**src/logic/pbc_defs.vh**
```
// Purpose: Constants for the power button control block
// Assumes: 20 MHz system clock
// Notes:   Times in ms, cycle counts derived from the clock rate
`ifndef PBC_DEFS_VH
`define PBC_DEFS_VH
`define PBC_CLK_HZ         20000000
`define PBC_CYC_PER_MS     (`PBC_CLK_HZ / 1000)
`define PBC_DEBOUNCE_MS    20
`define PBC_DEBOUNCE_CYC   (`PBC_DEBOUNCE_MS * `PBC_CYC_PER_MS)
`define PBC_OVERRIDE_MS    4000
`define PBC_OVERRIDE_CYC   (`PBC_OVERRIDE_MS * `PBC_CYC_PER_MS)
`define PBC_GREEN_HALF_MS  1000
`define PBC_GREEN_HALF_CYC (`PBC_GREEN_HALF_MS * `PBC_CYC_PER_MS)
`define PBC_RED_HALF_MS    500
`define PBC_RED_HALF_CYC   (`PBC_RED_HALF_MS * `PBC_CYC_PER_MS)
`define PBC_GAP_MS         2000
`define PBC_GAP_CYC        (`PBC_GAP_MS * `PBC_CYC_PER_MS)
`define PBC_BEEP_CYCLES    5
`define PBC_CODE_MIN       2
`define PBC_CODE_MAX       10
`define PBC_CNT_W          32
`endif

```
**src/logic/pbc_interval.v**
```verilog
// Purpose: Free-running interval timer giving a one-cycle tick
// Assumes: Synchronous active-high reset
// Notes:   Restart reloads the count; tick when the interval elapses
`timescale 1ns/1ps
module pbc_interval #(
  parameter [31:0] INTERVAL = 32'h0000_0010
) (
  input  wire clk_sys,
  input  wire reset,
  input  wire restart,
  output reg  tick_ff
);
  reg [31:0] count_ff;
  always @(posedge clk_sys) begin
    if (reset || restart) begin
      count_ff <= 32'h0000_0000;
      tick_ff  <= 1'b0;
    end else if (count_ff >= INTERVAL - 32'h0000_0001) begin
      count_ff <= 32'h0000_0000;
      tick_ff  <= 1'b1;
    end else begin
      count_ff <= count_ff + 32'h0000_0001;
      tick_ff  <= 1'b0;
    end
  end
endmodule

```
**src/logic/pbc_power_button_control.v**
```verilog
// Purpose: Power button control: supply-on request, management
//          interrupt, button status, four-second override, power LED
// Assumes: All inputs synchronous to clk_sys except the raw button
// Notes:   Raw button is synchronised and debounced here
// Contract
// - Off: button press turns supply on
// - On, ACPI off: press turns supply off
// - On, ACPI on: interrupt, source, status, timer
// - Status still set at timeout: power off
// - Held four seconds then released: power off
// - LED steady green on, blink 0.5 Hz suspended
// - Fault blinks red at 1 Hz, counted
// - Same beeps, two-second gap, five cycles
// - Enabled ring wakes the system
// - Enabled power event wakes the system
`timescale 1ns/1ps
`include "pbc_defs.vh"
module pbc_power_button_control #(
  parameter [31:0] DEBOUNCE_CYC   = `PBC_DEBOUNCE_CYC,
  parameter [31:0] OVERRIDE_CYC   = `PBC_OVERRIDE_CYC,
  parameter [31:0] GREEN_HALF_CYC = `PBC_GREEN_HALF_CYC,
  parameter [31:0] RED_HALF_CYC   = `PBC_RED_HALF_CYC,
  parameter [31:0] GAP_CYC        = `PBC_GAP_CYC
) (
  input  wire       clk_sys,
  input  wire       reset,
  input  wire       button_n,
  input  wire       acpi_enable,
  input  wire       suspend_state,
  input  wire       status_clear,
  input  wire       ring_detect,
  input  wire       ring_wake_enable,
  input  wire       pme_n,
  input  wire       pme_wake_enable,
  input  wire [3:0] fault_code,
  output reg        supply_on_request,
  output reg        mgmt_interrupt_n,
  output reg        smi_source_button,
  output reg        button_status,
  output reg        led_green,
  output reg        led_red,
  output reg        beep
);
  // Button synchroniser and debounce
  reg        btn_meta_ff;
  reg        btn_sync_ff;
  reg        btn_stable_ff;
  reg [31:0] deb_cnt_ff;
  reg        btn_prev_ff;
  wire       press;
  wire       release_ev;

  always @(posedge clk_sys) begin
    if (reset) begin
      btn_meta_ff   <= 1'b1;
      btn_sync_ff   <= 1'b1;
      btn_stable_ff <= 1'b1;
      btn_prev_ff   <= 1'b1;
      deb_cnt_ff    <= 32'h0000_0000;
    end else begin
      btn_meta_ff <= button_n;
      btn_sync_ff <= btn_meta_ff;
      btn_prev_ff <= btn_stable_ff;
      if (btn_sync_ff == btn_stable_ff) begin
        deb_cnt_ff <= 32'h0000_0000;
      end else if (deb_cnt_ff >= DEBOUNCE_CYC - 32'h0000_0001) begin
        deb_cnt_ff    <= 32'h0000_0000;
        btn_stable_ff <= btn_sync_ff;
      end else begin
        deb_cnt_ff <= deb_cnt_ff + 32'h0000_0001;
      end
    end
  end

  assign press      = btn_prev_ff & ~btn_stable_ff;
  assign release_ev = ~btn_prev_ff & btn_stable_ff;

  // Power control: override timer counts only while the system is on, hold timer whenever the button is down
  reg [31:0] ovr_cnt_ff;
  reg        ovr_run_ff;
  reg [31:0] hold_cnt_ff;
  reg        held_long_ff;
  wire       wake;

  assign wake = (ring_wake_enable & ring_detect) | (pme_wake_enable & ~pme_n);

  always @(posedge clk_sys) begin
    if (reset) begin
      supply_on_request <= 1'b0;
      mgmt_interrupt_n  <= 1'b1;
      smi_source_button <= 1'b0;
      button_status     <= 1'b0;
      ovr_cnt_ff        <= 32'h0000_0000;
      ovr_run_ff        <= 1'b0;
      hold_cnt_ff       <= 32'h0000_0000;
      held_long_ff      <= 1'b0;
    end else begin
      mgmt_interrupt_n <= 1'b1;
      // Held-press measurement
      if (btn_stable_ff) begin
        hold_cnt_ff <= 32'h0000_0000;
      end else if (hold_cnt_ff < OVERRIDE_CYC) begin
        hold_cnt_ff <= hold_cnt_ff + 32'h0000_0001;
      end
      if (press) begin
        held_long_ff <= 1'b0;
      end else if (!btn_stable_ff && hold_cnt_ff >= OVERRIDE_CYC - 32'h0000_0001) begin
        held_long_ff <= 1'b1;
      end
      if (!supply_on_request) begin
        ovr_run_ff    <= 1'b0;
        ovr_cnt_ff    <= 32'h0000_0000;
        button_status <= 1'b0;
        if (press || wake) begin
          supply_on_request <= 1'b1;
        end
      end else if (release_ev && held_long_ff && acpi_enable) begin
        supply_on_request <= 1'b0;
        ovr_run_ff        <= 1'b0;
      end else if (press && !acpi_enable) begin
        supply_on_request <= 1'b0;
      end else begin
        if (press) begin
          mgmt_interrupt_n  <= 1'b0;
          smi_source_button <= 1'b1;
          button_status     <= 1'b1;
          ovr_run_ff        <= 1'b1;
          ovr_cnt_ff        <= 32'h0000_0000;
        end else begin
          if (status_clear) begin
            button_status <= 1'b0;
            ovr_run_ff    <= 1'b0;
          end
          if (ovr_run_ff) begin
            if (ovr_cnt_ff >= OVERRIDE_CYC - 32'h0000_0001) begin
              ovr_run_ff <= 1'b0;
              if (button_status && !status_clear) begin
                supply_on_request <= 1'b0;
              end
            end else begin
              ovr_cnt_ff <= ovr_cnt_ff + 32'h0000_0001;
            end
          end
        end
        if (!acpi_enable) begin
          smi_source_button <= 1'b0;
        end else if (status_clear && !press) begin
          smi_source_button <= 1'b0;
        end
      end
    end
  end

  // LED and beeper timing
  wire green_tick;
  wire red_tick;
  wire gap_tick;
  reg  gap_restart;
  reg  red_restart;
  wire fault_valid;

  assign fault_valid = (fault_code >= 4'h2) && (fault_code <= 4'ha);

  pbc_interval #(.INTERVAL(GREEN_HALF_CYC)) u_green (
    .clk_sys (clk_sys),
    .reset   (reset),
    .restart (1'b0),
    .tick_ff (green_tick)
  );
  pbc_interval #(.INTERVAL(RED_HALF_CYC)) u_red (
    .clk_sys (clk_sys),
    .reset   (reset),
    .restart (red_restart),
    .tick_ff (red_tick)
  );
  pbc_interval #(.INTERVAL(GAP_CYC)) u_gap (
    .clk_sys (clk_sys),
    .reset   (reset),
    .restart (gap_restart),
    .tick_ff (gap_tick)
  );

  localparam [1:0] ST_IDLE  = 2'h0;
  localparam [1:0] ST_BLINK = 2'h1;
  localparam [1:0] ST_GAP   = 2'h2;
  localparam [1:0] ST_DONE  = 2'h3;

  reg [1:0] state_ff;
  reg       phase_ff;
  reg [3:0] blink_cnt_ff;
  reg [2:0] cycle_cnt_ff;
  reg       green_phase_ff;

  always @* begin
    gap_restart = (state_ff != ST_GAP);
    // Red timer held through the gap so each group starts with a full blink
    red_restart = !fault_valid || (state_ff == ST_GAP && !gap_tick);
  end

  always @(posedge clk_sys) begin
    if (reset) begin
      state_ff       <= ST_IDLE;
      phase_ff       <= 1'b0;
      blink_cnt_ff   <= 4'h0;
      cycle_cnt_ff   <= 3'h0;
      green_phase_ff <= 1'b0;
      led_green      <= 1'b0;
      led_red        <= 1'b0;
      beep           <= 1'b0;
    end else begin
      if (green_tick) begin
        green_phase_ff <= ~green_phase_ff;
      end
      if (!fault_valid) begin
        state_ff     <= ST_IDLE;
        phase_ff     <= 1'b0;
        blink_cnt_ff <= 4'h0;
        cycle_cnt_ff <= 3'h0;
      end else begin
        case (state_ff)
          ST_IDLE: begin
            state_ff <= ST_BLINK;
            phase_ff <= 1'b1;
          end
          ST_BLINK: begin
            if (red_tick) begin
              phase_ff <= ~phase_ff;
              if (phase_ff && blink_cnt_ff == fault_code - 4'h1) begin
                blink_cnt_ff <= 4'h0;
                phase_ff     <= 1'b0;
                state_ff     <= ST_GAP;
                // Saturate so beeping never restarts after wrap
                if (cycle_cnt_ff < 3'd`PBC_BEEP_CYCLES) begin
                  cycle_cnt_ff <= cycle_cnt_ff + 3'h1;
                end
              end else if (phase_ff) begin
                blink_cnt_ff <= blink_cnt_ff + 4'h1;
              end
            end
          end
          ST_GAP: begin
            if (gap_tick) begin
              state_ff <= ST_BLINK;
              phase_ff <= 1'b1;
            end
          end
          ST_DONE: begin
            state_ff <= ST_DONE;
          end
          default: begin
            state_ff <= ST_IDLE;
          end
        endcase
      end
      // Red group overrides green
      led_red   <= fault_valid && state_ff == ST_BLINK && phase_ff;
      beep      <= fault_valid && state_ff == ST_BLINK && phase_ff &&
                   cycle_cnt_ff < 3'd`PBC_BEEP_CYCLES;
      led_green <= !fault_valid && supply_on_request &&
                   (!suspend_state || green_phase_ff);
    end
  end
endmodule

```
**config.mk**
```make
export PLATFORM = sky130hd
export DESIGN_NAME = pbc_power_button_control
export DESIGN_NICKNAME = d
export VERILOG_FILES = /design/src/logic/pbc_interval.v /design/src/logic/pbc_power_button_control.v
export VERILOG_INCLUDE_DIRS = /design/src /design/src/logic
export SDC_FILE = /design/constraint.sdc
export NUM_CORES = 1
export LEC_CHECK = 0
export ABC_AREA = 1
export BUFFER_PORTS_ARGS = -buffer_cell sky130_fd_sc_hd__buf_2
export CAP_MARGIN = 20
export CORE_UTILIZATION = 55
export CTS_CLUSTER_SIZE = 20
export DETAILED_ROUTE_END_ITERATION = 8
export PLACE_DENSITY = 0.79
export SLEW_MARGIN = 20
export SYNTH_ARGS = -nofsm -noshare
export SYNTH_HDL_FRONTEND = slang
export SYNTH_HIERARCHICAL = 1
export SYNTH_SLANG_ARGS = --single-unit
```
**constraint.sdc**
```tcl
create_clock -name clk_sys -period 2 [get_ports clk_sys]
set_input_delay 0.1 -clock clk_sys [delete_from_list [all_inputs] [get_ports clk_sys]]
set_output_delay 0.1 -clock clk_sys [all_outputs]
set_load 0.03 [all_outputs]
```
==> qor.yml <==
final_antenna_net_count: 0
overflow: 0
peakVddDrop_v: 0.000763
grt_pass1_wl_mm: 39.6
fin_util_pct: 62.4
clock_latency_ns: 0.51
holdPathEnd: "supply_on_request"
drc: 1
r2r-end: "ovr_cnt_ff[19]"
status: "finished, violations left"
grt_pass1_vias: 9196
rr_startpoint: "ovr_cnt_ff[1]"
yosysTopAreaCell: "dfxtp_1"
final_common_cell: "nand2_1"
vias: 9792
num_io_pins: 21
ys_seq_elements: 219
synth.top_cells.by_area: "dfxtp_1 (39%), nand2_1 (13%), nor2_1 (9.3%)"
post-dp-hpwl_mm: 16.2
clock.fmax_mhz: 540
fp.dieArea_sq_um: 21200
crit_arrival_ns: 2.28
finalPower_w: 0.00884
max_cap_violations: 0
reg2reg_depth: 11
cpMostUsedCell: "nand2_2"
failed_checks: "design-rule violations"
cp_max_fo: 30
cts-root-buf: "clkbuf_16"
start_util_pct: 56.0
cts_tree: "built"
crit_type: "reg -> reg"
synthDistinctLibCells: 47
routedWlPerCell_microns: 11.6
min_path_cells: 4
n_antenna_cell: 0
antenna_found_initial: 0
grt_max_degree: 31
setup_viol: 0
viasPerCell: 5.01
path_cells: "ha_2 -> nand3_4 -> nor2_8 -> nand2_2 -> nand2_2 -> nand2_2 -> nand2_2 -> nand2_2 -> nand3_4 -> nand2_1 -> a21oi_1"
ys.warnings.count: 6
p_per_area_nw_per_um2: 701
layout_setup_ws_ns: 0.149
num-fill-cells: 1785
hold_start: "pme_n"
hold_class: "in -> reg"
globalplace.congestion: 0.925
p_leak_nw: 4.66
cp-startpoint: "ovr_cnt_ff[1]"
reg2reg_slack_ns: 0.15
synthesis.area_sq_um: 11300
cts_buffers: 24
maxSlewViolCount: 0
synthCells: 1599
slowest_stage: "dfxtp_1"
drive_gt1_share_pct: 12.2
fin_crit_sh_pct: 92.6
ys_seq_area_share_pct: 38.7
totalWireLength_mm: 22.6
fp.dieW_microns: 146
path_delay_family: "simple AND/OR/NAND/NOR gates"
track_usage_pct: 21.6
max_stage_delay_ns: 0.36
required_ns: 2.43
cts_sinks: 219
die_y_microns: 146
skew_ns: 0.0111
clockBufferDepth: 3
rows: 52
mostFrequentLayoutCells: "nand2_1 (388), nor2_1 (281), dfxtp_1 (219)"
htree_levels: 1
avgSynthCellArea_sq_um: 7.08
crit_path_start_kind: "flip-flop"
path_buf_inv: 0
synthToLayoutAreaGrowth_pct: 11.4
fin_nets: 1694
synth_top_area_share_pct: 38.7
dr.pass1.iters: 9
clk_pin_slew_worst_paths_ns: 0.06
dp_slack_ns: 0.0752
finalHoldViolations: 0
drtIter0Drc: 551
fin_crit_ns: 1.85
core_area_sq_um: 20200
io_buffers: 20
endpoint_kind: "flip-flop"
worst min-delay path, stage by stage:
cell and delay, ns:
buf_2 0.07, o21ai_0 0.09, o21ai_0 0.15, a21oi_1 0.07
synth_stat cells, drive strengths merged:
master,number
nor3b,4
or2,11
nand4,36
clkbuf,10
ha,10
nor3,37
a31oi,2
dfxtp,219
o21ai,22
buf,20
nand2,417
xnor2,31
a21boi,3
conb,4
nor2,326
xor2,71
a21o,1
a21oi,86
nand3,113
o31ai,1
nor4,4
a211oi,2
o21a,1
inv,164
nand3b,3
o211ai,1
cell families (layout without fill, tap and decap cells):
family	after synthesis	count (layout)	share of synthesized area, %
simple gates	951	951	38.4
flops	219	219	38.7
buf+inv	194	249	7.58
compound gates	119	119	6.15
xor+xnor	102	102	7.89
fa+ha+maj	10	10	1.10
other cells	4	35	0.133
per-stage QoR:
stage | std cells | TNS, ns | hold WS (ns) | cell area, sq um
after global routing | 1955 | -0.00667 | 0.114 | 12600
after global placement | 1909 | 0 | 0.297 | 11800
final | 1955 | 0 | 0.0306 | 12600
after detailed placement | 1909 | 0 | 0.295 | 11800
after floorplan | 1630 | 0 | 0.169 | 11400
after CTS | 1955 | 0 | 0.0387 | 12600
routing by layer:
metal | vias to the layer above | global-route usage (%) | part of all wire (%)
li1 | 5150 | - | -
met1 | 4449 | 27.2 | 47
met2 | 153 | 38.8 | 48
met3 | 40 | 2.60 | 3.4
met4 | 0 | 5.89 | 2.0
met5 | - | 0 | 0
sequential cells by signal, indices dropped and copies added, names as in the netlist, 2 cells and up:
name,flops
cycle_cnt_ff,3
u_red/count_ff,32
u_green/count_ff,32
ovr_cnt_ff,32
deb_cnt_ff,32
state_ff,2
u_gap/count_ff,32
blink_cnt_ff,4
hold_cnt_ff,32
power breakdown:
group | switching, W | total, W | internal, W
clock network | 0.00168 | 0.00419 | 0.00251
registers | 0.0000236 | 0.00444 | 0.00442
logic | 0.000140 | 0.000210 | 0.0000698
what timing repair did:
action,CTS,global route
buffers inserted,0,0
resized for setup,0,3
hold endpoints to repair,8,0
endpoints found under the setup margin,0,36
hold buffers,5,0
how the worst max path moves through the flow:
stage	end	slack [ns]	depth (start not counted)
floorplan	ovr_cnt_ff[10]	0.23	11
global placement	ovr_cnt_ff[1]	0.14	11
detailed placement	ovr_cnt_ff[0]	0.08	11
CTS	ovr_cnt_ff[19]	0.04	10
global route	ovr_cnt_ff[19]	-0.007	10
finish	ovr_cnt_ff[19]	0.15	11
layout make-up:
cell class	instances	area (sq um)	share of cell area, %
Multi-Input combinational cell	1217	6220	49.3
Timing Repair Buffer	44	305	2.42
Sequential cell	219	4380	34.7
Tap cell	270	338	2.68
Clock inverter	9	76.3	0.605
Inverter	164	618	4.90
Clock buffer	32	682	5.40
Power figures use the tool's default switching activity.
